===== src/design/bbc_cfg.svh =====
// Purpose: constants for the buck-boost control register bank
// Assumes: byte-wide serial register port, 8-bit address
// Notes: offsets, field positions, reset values and timing counts
`ifndef BBC_CFG_SVH
`define BBC_CFG_SVH
`define BBC_ADDR_ENA 8'h40
`define BBC_ADDR_CFG 8'h41
`define BBC_ADDR_RDBK 8'h3f
`define BBC_ENA_WMASK 8'h03
`define BBC_CFG_WMASK 8'h9f
`define BBC_RDBK_MASK 8'h3f
`define BBC_ENA_RST 8'h00
`define BBC_CFG_RST 8'h00
`define BBC_DSC_RST 1'b1
`define BBC_SEQ_LSB 5
`define BBC_SEQ_MSB 7
`define BBC_EN_LSB 0
`define BBC_EN_MSB 1
`define BBC_LOOKUP_BIT 7
`define BBC_EMI_BIT 4
`define BBC_ACT_BIT 3
`define BBC_RAMP_BIT 2
`define BBC_TOPO_BIT 1
`define BBC_PSV_BIT 0
`define BBC_CLK_HZ 50000000
`define BBC_RAMP_US 20
`define BBC_RAMP_CYC ((`BBC_RAMP_US * `BBC_CLK_HZ) / 1000000)
`define BBC_EDGE_SLOW 3
`endif


===== src/design/bbc_pkg.sv =====
// Purpose: types for the buck-boost control register bank
// Assumes: constants live in bbc_cfg.svh
// Notes: sequence slot and enable-select encodings
package bbc_pkg;
  typedef enum logic [2:0] {
    BBC_SEQ_OFF = 3'h0,
    BBC_SEQ_RSV1 = 3'h1,
    BBC_SEQ_AT0 = 3'h2,
    BBC_SEQ_AT25 = 3'h3,
    BBC_SEQ_AT50 = 3'h4,
    BBC_SEQ_RSV5 = 3'h5,
    BBC_SEQ_RSV6 = 3'h6,
    BBC_SEQ_SW = 3'h7
  } bbc_seq_t;
  typedef enum logic [1:0] {
    BBC_EN_OFF = 2'h0,
    BBC_EN_ON = 2'h1,
    BBC_EN_PIN = 2'h2,
    BBC_EN_RSV = 2'h3
  } bbc_en_t;
  typedef enum logic [1:0] {
    BBC_RAMP_IDLE,
    BBC_RAMP_WAIT,
    BBC_RAMP_STEP
  } bbc_ramp_st_t;
endpackage


===== src/design/bbc_ramp.sv =====
// Purpose: voltage ramp stepper for the buck-boost output setting
// Assumes: target code arrives from logic on sys_clk
// Notes: only upward moves are stepped; downward moves apply at once
`include "bbc_cfg.svh"
module bbc_ramp
  import bbc_pkg::*;
#(
  parameter int VW = 6,
  parameter int STEP_CYC = `BBC_RAMP_CYC
) (
  input wire logic sys_clk, // 50 MHz clock
  input wire logic rst_n, // Async reset, active low
  input wire logic ramp_en, // Step upward changes
  input wire logic [VW-1:0] target, // Requested voltage code
  output logic [VW-1:0] applied // Code handed to the regulator
);
  localparam int CW = $clog2(STEP_CYC + 1);
  bbc_ramp_st_t st_q, st_d;
  logic [VW-1:0] v_q, v_d;
  logic [CW-1:0] cnt_q, cnt_d;

  // Next-state: jump down or when ramp is off, else one step per period
  always_comb begin
    st_d = st_q;
    v_d = v_q;
    cnt_d = cnt_q;
    case (st_q)
      BBC_RAMP_IDLE: begin
        if (target <= v_q || !ramp_en) begin
          v_d = target;
        end else begin
          // Load and step edges count toward the period; STEP_CYC must be 2 or more
          cnt_d = CW'(STEP_CYC - 2);
          st_d = BBC_RAMP_WAIT;
        end
      end
      BBC_RAMP_WAIT: begin
        if (!ramp_en || target <= v_q) begin
          v_d = target;
          st_d = BBC_RAMP_IDLE;
        end else if (cnt_q == '0) begin
          st_d = BBC_RAMP_STEP;
        end else begin
          cnt_d = cnt_q - CW'(1);
        end
      end
      BBC_RAMP_STEP: begin
        if (!ramp_en || target <= v_q) begin
          v_d = target;
          st_d = BBC_RAMP_IDLE;
        end else begin
          v_d = v_q + VW'(1);
          // Reload here so back-to-back steps keep the exact period
          if (target > v_d) begin
            cnt_d = CW'(STEP_CYC - 2);
            st_d = BBC_RAMP_WAIT;
          end else begin
            st_d = BBC_RAMP_IDLE;
          end
        end
      end
      default: st_d = BBC_RAMP_IDLE;
    endcase
  end

  // State registers
  always_ff @(posedge sys_clk or negedge rst_n) begin
    if (!rst_n) begin
      st_q <= BBC_RAMP_IDLE;
      v_q <= '0;
      cnt_q <= '0;
    end else begin
      st_q <= st_d;
      v_q <= v_d;
      cnt_q <= cnt_d;
    end
  end

  assign applied = v_q;
endmodule


===== src/design/bbc_regs.sv =====
// Purpose: buck-boost control register bank with enable sequencing
// Assumes: serial interface delivers byte reads and writes as strobes
// Notes: analog regulator outside; this bank drives its control levels
`include "bbc_cfg.svh"
module bbc_regs
  import bbc_pkg::*;
#(
  parameter int VW = 6,
  parameter int RAMP_CYC = `BBC_RAMP_CYC
) (
  input wire logic sys_clk, // 50 MHz clock
  input wire logic rst_n, // Async hard reset, active low
  input wire logic [7:0] reg_addr, // Register address
  input wire logic [7:0] reg_wdata, // Write data
  input wire logic reg_wr, // Write strobe, one cycle
  input wire logic reg_rd, // Read strobe, one cycle
  output logic [7:0] reg_rdata, // Read data, registered
  input wire logic [2:0] seq_strap, // Sequence slot, fixed by factory
  input wire logic [1:0] boot_phase, // Boot delay: 0,1,2 = 0/25/50%, 3 = 100%
  input wire logic pin_enable, // Selected multipurpose pin level (async)
  input wire logic [VW-1:0] buck3_sel_code, // Buck3 selected voltage code
  input wire logic [VW-1:0] bb_vset, // Requested buck-boost voltage code
  input wire logic shutdown_mode, // Device in shutdown or off mode
  output logic bb_enable, // Regulator enable
  output logic bb_active_discharge, // Active discharge on
  output logic bb_passive_discharge, // Passive discharge on
  output logic bb_current_table_override, // Peak current from set fields
  output logic bb_slow_edge_mode, // Edges slowed by BBC_EDGE_SLOW
  output logic bb_topology_select, // Buck-only when high
  output logic [VW-1:0] bb_vset_applied // Ramped voltage code
);
  logic [7:0] ena_q, ena_d;
  logic [7:0] cfg_q, cfg_d;
  logic [7:0] rdata_q, rdata_d;
  logic [2:0] seq_q, seq_d;
  logic strap_done_q, strap_done_d;
  logic [2:0] pin_sync_q, pin_sync_d;
  logic pin_q, pin_d;
  logic en_d, en_q, act_d, act_q, psv_d, psv_q;
  bbc_seq_t seq;
  bbc_en_t en_sel;

  // Strap caught on the first clock after reset release
  always_comb begin
    seq_d = seq_q;
    strap_done_d = 1'b1;
    if (!strap_done_q) begin
      seq_d = seq_strap;
    end
  end

  // Strap flops; the slot is frozen until the next hard reset
  always_ff @(posedge sys_clk or negedge rst_n) begin
    if (!rst_n) begin
      seq_q <= 3'h0;
      strap_done_q <= 1'b0;
    end else begin
      seq_q <= seq_d;
      strap_done_q <= strap_done_d;
    end
  end

  // Register writes; only documented bits are stored
  always_comb begin
    ena_d = ena_q;
    cfg_d = cfg_q;
    if (reg_wr) begin
      if (reg_addr == `BBC_ADDR_ENA) begin
        ena_d = reg_wdata & `BBC_ENA_WMASK;
      end else if (reg_addr == `BBC_ADDR_CFG) begin
        cfg_d = reg_wdata & `BBC_CFG_WMASK;
      end
    end
  end

  // Register flops; hard reset clears the bank
  always_ff @(posedge sys_clk or negedge rst_n) begin
    if (!rst_n) begin
      ena_q <= `BBC_ENA_RST;
      cfg_q <= `BBC_CFG_RST;
    end else begin
      ena_q <= ena_d;
      cfg_q <= cfg_d;
    end
  end

  // Read mux; unmapped addresses read zero
  always_comb begin
    rdata_d = rdata_q;
    if (reg_rd) begin
      case (reg_addr)
        `BBC_ADDR_ENA: begin
          rdata_d = ena_q;
          rdata_d[`BBC_SEQ_MSB:`BBC_SEQ_LSB] = seq_q;
        end
        `BBC_ADDR_CFG: rdata_d = cfg_q;
        `BBC_ADDR_RDBK: begin
          rdata_d = {2'h0, buck3_sel_code} & `BBC_RDBK_MASK;
        end
        default: rdata_d = 8'h00;
      endcase
    end
  end

  // Read data flop; holds between reads so a slow master can fetch it
  always_ff @(posedge sys_clk or negedge rst_n) begin
    if (!rst_n) begin
      rdata_q <= 8'h00;
    end else begin
      rdata_q <= rdata_d;
    end
  end

  // Pin filter: a change counts when stages two and three agree
  always_comb begin
    // Shift in the raw pin; stage one may be metastable
    pin_sync_d = {pin_sync_q[1:0], pin_enable};
    pin_d = pin_q;
    if (pin_sync_q[1] == pin_sync_q[2]) begin
      pin_d = pin_sync_q[2];
    end
  end

  // Filter flops; stage one is read only by stage two
  always_ff @(posedge sys_clk or negedge rst_n) begin
    if (!rst_n) begin
      pin_sync_q <= 3'h0;
      pin_q <= 1'b0;
    end else begin
      pin_sync_q <= pin_sync_d;
      pin_q <= pin_d;
    end
  end

  assign seq = bbc_seq_t'(seq_q);
  assign en_sel = bbc_en_t'(ena_q[`BBC_EN_MSB:`BBC_EN_LSB]);

  // Enable decode from slot, boot progress and software field
  always_comb begin
    en_d = 1'b0;
    case (seq)
      BBC_SEQ_AT0: en_d = 1'b1;
      BBC_SEQ_AT25: en_d = (boot_phase >= 2'h1);
      BBC_SEQ_AT50: en_d = (boot_phase >= 2'h2);
      BBC_SEQ_SW: begin
        if (boot_phase == 2'h3) begin
          case (en_sel)
            BBC_EN_ON: en_d = 1'b1;
            BBC_EN_PIN: en_d = pin_q;
            default: en_d = 1'b0;
          endcase
        end
      end
      default: en_d = 1'b0;
    endcase
    act_d = shutdown_mode || (cfg_q[`BBC_ACT_BIT] && !en_d);
    psv_d = shutdown_mode || (cfg_q[`BBC_PSV_BIT] && !en_d);
  end

  // Output flops; both discharges stay on through hard reset
  always_ff @(posedge sys_clk or negedge rst_n) begin
    if (!rst_n) begin
      en_q <= 1'b0;
      act_q <= `BBC_DSC_RST;
      psv_q <= `BBC_DSC_RST;
    end else begin
      en_q <= en_d;
      act_q <= act_d;
      psv_q <= psv_d;
    end
  end

  // Control levels straight from flops, free of decode glitches
  assign reg_rdata = rdata_q;
  assign bb_enable = en_q;
  assign bb_active_discharge = act_q;
  assign bb_passive_discharge = psv_q;
  assign bb_current_table_override = cfg_q[`BBC_LOOKUP_BIT];
  assign bb_slow_edge_mode = cfg_q[`BBC_EMI_BIT];
  assign bb_topology_select = cfg_q[`BBC_TOPO_BIT];

  bbc_ramp #(
    .VW(VW),
    .STEP_CYC(RAMP_CYC)
  ) u_ramp (
    .sys_clk(sys_clk),
    .rst_n(rst_n),
    .ramp_en(cfg_q[`BBC_RAMP_BIT]),
    .target(bb_vset),
    .applied(bb_vset_applied)
  );
endmodule


===== config.mk =====
export PLATFORM = sky130hd
export DESIGN_NAME = bbc_regs
export DESIGN_NICKNAME = d
export VERILOG_FILES = /design/src/design/bbc_pkg.sv /design/src/design/bbc_ramp.sv /design/src/design/bbc_regs.sv
export VERILOG_INCLUDE_DIRS = /design/src /design/src/design
export SDC_FILE = /design/constraint.sdc
export NUM_CORES = 1
export LEC_CHECK = 0
export ABC_CLOCK_PERIOD_IN_PS = 3100
export BUFFER_PORTS_ARGS = -buffer_cell sky130_fd_sc_hd__buf_4
export CAP_MARGIN = 20
export CORE_MARGIN = 2
export CORE_UTILIZATION = 50
export DETAILED_ROUTE_END_ITERATION = 10
export HOLD_SLACK_MARGIN = 0.08
export PLACE_DENSITY_LB_ADDON = 0.3
export SLEW_MARGIN = 10
export SYNTH_ARGS = -nofsm -noshare
export SYNTH_HDL_FRONTEND = slang
export SYNTH_SLANG_ARGS = --single-unit
export TNS_END_PERCENT = 5

===== constraint.sdc =====
create_clock -name sys_clk -period 3.1 [get_ports sys_clk]
set_input_delay 0.93 -clock sys_clk [delete_from_list [all_inputs] [get_ports sys_clk]]
set_output_delay 0.93 -clock sys_clk [all_outputs]
set_load 0.03 [all_outputs]

## Word level (Yosys, flattened, before mapping)

Cells that the tools add are included.

| cells by class | value |
|---|---|
| $add $sub $neg | 2 |
| magnitude comparators | 4 |
| equal/unequal tests | 20 |
| muxes and demuxes | 19 |
| bitwise logic cells | 1 |
| reductions and logical operators | 17 |

Operators by type and width:

| cell | number |
|---|---|
| 10-bit 2-to-1 mux | 5 |
| 10-bit one-hot mux with 3 select lines | 1 |
| 8-bit one-hot mux with 3 select lines | 1 |
| 8-bit by 7-bit == test with 1-bit output (second input constant) | 2 |
| 6-bit 2-to-1 mux | 2 |
| 6-bit one-hot mux with 2 select lines | 1 |
| 10-bit zero test | 1 |
| 10-bit by 1-bit subtractor with 10-bit output (second input constant) | 1 |
| 8-bit by 6-bit == test with 1-bit output (second input constant) | 1 |
| 2-bit 2-to-1 mux | 4 |
| 2-bit inequality test (second input constant) | 4 |
| 6-bit by 1-bit adder with 6-bit output (second input constant) | 1 |
| 2-bit == test (second input constant) | 3 |
| 3-bit by 2-bit == test with 1-bit output (second input constant) | 2 |
| 3-bit == test (second input constant) | 2 |
| 6-bit > comparator | 1 |
| 6-bit less-or-equal comparator | 1 |
| 2-bit one-hot mux with 3 select lines | 1 |
| 2-bit AND reduction | 3 |
| 6-bit AND reduction | 1 |
| 2-bit by 1-bit == test with 1-bit output (second input constant) | 2 |
| 2-bit by 1-bit inequality test with 1-bit output (second input constant) | 2 |
| 1-bit one-hot mux with 4 select lines | 1 |
| 1-bit logical OR | 3 |
| 14 further kinds | 17 |

| word-level totals | value |
|---|---|
| bits in registers | 45 |
| word-level logic and storage cells | 76 |

## Longest topological paths before layout

| logic depth | value |
|---|---|
| depth in word-level cells | 7 |
| mapped depth | 11 |

## Modules after synthesis

Synthesis repeated with hierarchy kept, for this count alone.

| second synthesis, totals | value |
|---|---|
| cells, all modules | 256 |
| area, all modules | 2647.5 sq um |

By module, submodules not included:

| module | times used | cells an instance | area each (sq um) | seq. area each (sq um) |
|---|---|---|---|---|
| bbc_ramp | 1 | 164 | 1418.9 | 450.4 |
| bbc_regs | 1 | 92 | 1228.7 | 678.2 |

## Worst setup path after synthesis

No wires, ideal clock.

| path | value |
|---|---|
| path type | register to register |
| start point | reg u_ramp.v_q[2] (netlist: u_ramp.applied[2]) |
| end point | reg u_ramp.cnt_q[1] |
| data arrival time | 2.760 ns |
| slack | 0.215 ns |
| cell stages (with the launch flop) | 11 |
| path buffers | 1 |
| cells stage by stage | dfrtp_1 -> clkbuf_1 -> nand3_1 -> or3_1 -> and2_1 -> ha_1 -> and4_1 -> a31o_2 -> a31oi_1 -> o21a_1 -> mux2_2 |

| on the way | value |
|---|---|
| longest elaborated chain between the ends | 4 |

Ends and longest elaborated chain:

| what | line | text |
|---|---|---|
| from (decl) | bbc_ramp.sv:19 | `logic [VW-1:0] v_q, v_d;` |
| from (signal assigned) | bbc_ramp.sv:74 | `v_q <= v_d;` |
| 6-bit by 1-bit adder with 6-bit output or 6-bit less-or-equal comparator (tied branches) | - |  |
| 6-bit > comparator or 1-bit logical OR (tied branches) | - |  |
| 2-bit by 1-bit inequality test with 1-bit output (no line) or 2-bit inequality test (tied branches) | - |  |
| 6-bit AND reduction (no line) (*) | - |  |
| to (signal assigned) | bbc_ramp.sv:75 | `cnt_q <= cnt_d;` |
| to (decl) | bbc_ramp.sv:20 | `logic [CW-1:0] cnt_q, cnt_d;` |

Every way passes the cells marked *; elsewhere a longest branch is shown, timed or not.
A chain may end at the register's enable or synchronous reset.

## Final worst setup path

| path | value |
|---|---|
| start point | reg u_ramp.v_q[0] (netlist: u_ramp.applied[0]) |
| end point | reg u_ramp.cnt_q[1] |

The elaborated chain is that of the path after synthesis.

==> results by group <==
Synthesis
  • Flop and latch count out of synthesis: 45
  • Post-synth EDFFs: 0
  • Dominant cell type by area after synthesis: sky130_fd_sc_hd__dfrtp_1
  • Yosys synthesis warning count: 0
  • Post-Syn Nets: 317
  • Sequential-to-total area share from yosys stat: 43.03%
  • Post-synth cell types: 56
  • Yosys top cell area share: 41.03%
  • Mapped Cells: 262
  • Main flop type after synthesis: sky130_fd_sc_hd__dfrtp_1
  • Syn_area_per_cell: 10.01 um^2
  • Cell types with the largest area share after synthesis: sky130_fd_sc_hd__dfrtp_1 (41%), sky130_fd_sc_hd__ha_1 (7.6%), sky130_fd_sc_hd__mux2_2 (3.4%), sky130_fd_sc_hd__mux2_4 (3.4%), sky130_fd_sc_hd__inv_1 (3.3%)
  • Cell area after synthesis: 2623 um^2
  • Post-synthesis async set-or-reset flop share: 100.0%

Placed design
  • Final RePlAce weighted congestion: 0.9145
  • Worst slack at placement: 0.2817 ns
  • Number of cells in the design after placement: 386
  • Count of buffers inserted at the top-level ports: 56
  • Post-detail-place hpwl: 4431 um

Finish
  • Most common cell after layout, fill and taps aside: sky130_fd_sc_hd__buf_4
  • Post-layout instance count excluding filler cells: 394
  • End-of-flow core utilization: 63.68%
  • Area growth, synth to finish: 23.23%
  • Fraction of final layout cells with drive strength greater than 1: 29.63%
  • Commonest cells after routing, fill and taps aside: sky130_fd_sc_hd__buf_4 (63), sky130_fd_sc_hd__dfrtp_1 (43), sky130_fd_sc_hd__inv_1 (23), sky130_fd_sc_hd__nor2_1 (20), sky130_fd_sc_hd__ha_1 (16)
  • Diodes inserted: 0
  • Total number of nets in the final design: 378

Timing
  • Least-Margin Pin Slew: 0.5923 ns
  • Setup slack of the critical path after layout: 0.2908 ns
  • Final slew viol count: 0
  • Tightest slew margin relative to the limit: 60.37%
  • Setup violators final: 0
  • Total negative slack: 0 ns
  • Final clock skew: 0.01019 ns
  • Final critical path time including I/O delays and setup: 2.809 ns
  • Highest clock rate: 356.0 MHz
  • RSZ-0062 raised after global routing: no
  • Final hold violation count: 0
  • Part of the cycle the worst path needs: 90.62%

Pwr
  • Leakage power total: 1.498 nW
  • Total power divided by cell area: 453.7 nW/um^2
  • Sequential share of power: 50.2%
  • Switching power total: 0.0004710 W
  • Cell internal pwr: 0.0009952 W
  • Comb power frac: 24.3%
  • Part of the total power dissipated in the clock network: 25.4%
  • Final total power: 0.001466 W
  • Switching part of the total power: 32.12%
  • Worst-case vdd ir drop: 0.0002868 V

Global route
  • Overall overflow remaining after global route: 0
  • Largest net degree at the start of global routing: 46
  • Wire length of the first global-routing pass: 10320 um
  • Number of global-route vias before repair: 2226
  • Met1 track demand over resource: 27.24%
  • GRT Overall Usage: 21.74%
  • Global-route layer with the greatest usage: met2
  • GRT met3 Usage: 5.569%
  • Number of antenna violations at the first check in global routing: 0
  • GR met2 Demand/Resource: 37.17%

Worst setup path
  • Classification of the worst setup path: flip-flop to flip-flop
  • Setup slack, reg-to-reg: 0.29 ns
  • Highest fanout seen on the critical path: 8
  • WP data arrival: 3.00 ns
  • Category of the worst setup path capture point: flip-flop
  • Required time of the critical path: 3.29 ns
  • Startpoint type of the worst setup path: flip-flop

Clock network
  • Total of cells resized after clock tree synthesis: 0
  • Clock latency at the later pin of the worst-skew pair: 0.30 ns
  • Number of sinks driven by the clock tree: 45
  • Clock H-tree levels: 2
  • Largest buffer count on any clock path: 2
  • # hold bufs at CTS: 0
  • Number of buffers added for setup after CTS: 0
  • Clk Tree Root Cell: sky130_fd_sc_hd__clkbuf_8
  • Clock tree from TritonCTS: yes
  • Clock slew seen by the registers of the worst setup and hold paths: 0.09 ns
  • Clock buffers created by TritonCTS: 5

Floorplan
  • Height of the die: 76.42 um
  • # IOs: 59
  • Initial Utilization: 51.68%
  • Core area: 5075 um^2
  • Floorplan die width: 76.42 um
  • Site Rows: 26
  • Area of the die: 5840 um^2

Drt
  • Vias per cell: 5.647
  • Post-route ant nets: 0
  • DRT Wirelength: 5896 um
  • Average wire per standard cell: 14.96 um
  • Detailed-routing iteration count for the pre-antenna-repair pass: 4
  • Residual DRC count: 0
  • Total vias in the final route: 2225
  • First DRT Iteration DRCs: 103

Flow run
  • Max-cap violation count: 0

Status
  • Result of the run: finished, final reports clean

Min path
  • Min-delay worst type: flip-flop to flip-flop
-- metrics by stage --
stage,area [um^2],hold WS (ns)
4_1_cts,3232,0.3587
3_3_place_gp,3142,0.3373
6_report,3232,0.3555
3_5_place_dp,3142,0.3373
2_1_floorplan,2623,0.3312
5_1_grt,3232,0.3786
-- state kept, by name (all words and copies together), names as in the netlist --
name	flops
reg_rdata	8
pin_q	1
u_ramp.st_q	2
pin_sync_q	3
strap_done_q	1
ena_q	2
bb_passive_discharge	1
cfg_q	6
u_ramp.cnt_q	10
u_ramp.applied	6
bb_enable	1
seq	3
bb_active_discharge	1
-- power groups by stage --
stage / clock network [W] / logic, W / registers, W
2_1_floorplan: 0 / 0.000209 / 0.000756
6_report: 0.000373 / 0.000357 / 0.000737
3_5_place_dp: 0 / 0.000358 / 0.000745
3_3_place_gp: 0 / 0.000347 / 0.000741
4_1_cts: 0.000386 / 0.000360 / 0.000736
5_1_grt: 0.000415 / 0.000402 / 0.000750
-- worst max-delay path, stage by stage, from the launching register on --
cell and delay (ns):
sky130_fd_sc_hd__dfrtp_1 0.48, sky130_fd_sc_hd__nand3_1 0.18, sky130_fd_sc_hd__or3_1 0.39, sky130_fd_sc_hd__and2_1 0.18
sky130_fd_sc_hd__ha_1 0.30, sky130_fd_sc_hd__and4_1 0.23, sky130_fd_sc_hd__a31o_2 0.24, sky130_fd_sc_hd__a31oi_1 0.19
sky130_fd_sc_hd__o21a_1 0.19, sky130_fd_sc_hd__mux2_2 0.33
-- logic make-up after synthesis --
kind of cell / count (synthesis) / share of synthesized area, %
xor+xnor: 3 / 1.002
compound gates: 67 / 17.94
other cells: 1 / 0.1430
mux: 19 / 8.779
buf+inv: 32 / 4.866
flops: 45 / 43.03
fa+ha+maj: 17 / 8.015
simple gates: 78 / 16.22
-- cell usage after synthesis (all sizes together), types with 2 or more instances --
| master | number |
|---|---|
| o311ai | 4 |
| nand4 | 5 |
| or3 | 3 |
| o211a | 2 |
| nor4 | 2 |
| o21bai | 3 |
| nand3 | 12 |
| ha | 16 |
| o31a | 2 |
| clkbuf | 4 |
| o21ai | 9 |
| a21o | 2 |
| buf | 5 |
| a221oi | 3 |
| dfstp | 2 |
| a22oi | 6 |
| nand2 | 16 |
| nor3 | 7 |
| a31oi | 5 |
| nor2 | 20 |
| mux2i | 5 |
| and4 | 2 |
| nand2b | 2 |
| mux2 | 14 |
| xnor2 | 3 |
| a22o | 5 |
| dfrtp | 43 |
| a21oi | 15 |
| inv | 23 |
| and2 | 2 |
-- layer usage --
metal / wire length, um / vias to the layer above / share of wire [%]
met4: 88 / 0 / 1.5
met2: 2912 / 54 / 49
li1: - / 1079 / -
met5: 0 / - / 0
met1: 2614 / 1083 / 44
met3: 281 / 9 / 4.8
-- path summary, 6_finish.rpt --
check	from	to	cells after the start
setup / recovery	u_ramp.applied[0]	u_ramp.cnt_q[1]	9
hold / removal	pin_sync_q[0]	pin_sync_q[1]	0
setup reg to reg	u_ramp.applied[0]	u_ramp.cnt_q[1]	9
hold reg to reg	pin_sync_q[0]	pin_sync_q[1]	0
max in group asynchronous	rst_n	u_ramp.applied[0]	1
min in group asynchronous	rst_n	reg_rdata[6]	1
-- final cells by class --
class	instances	area, um^2
clock inverters	3	21.27
well taps	70	87.58
clock buffers	5	68.82
multi-input cells	185	1366
repair buffers	63	473.0
flip-flops and latches	45	1129
fillers	430	1843
inverters	23	86.33
No activity file was read; power rests on OpenSTA's default activity.
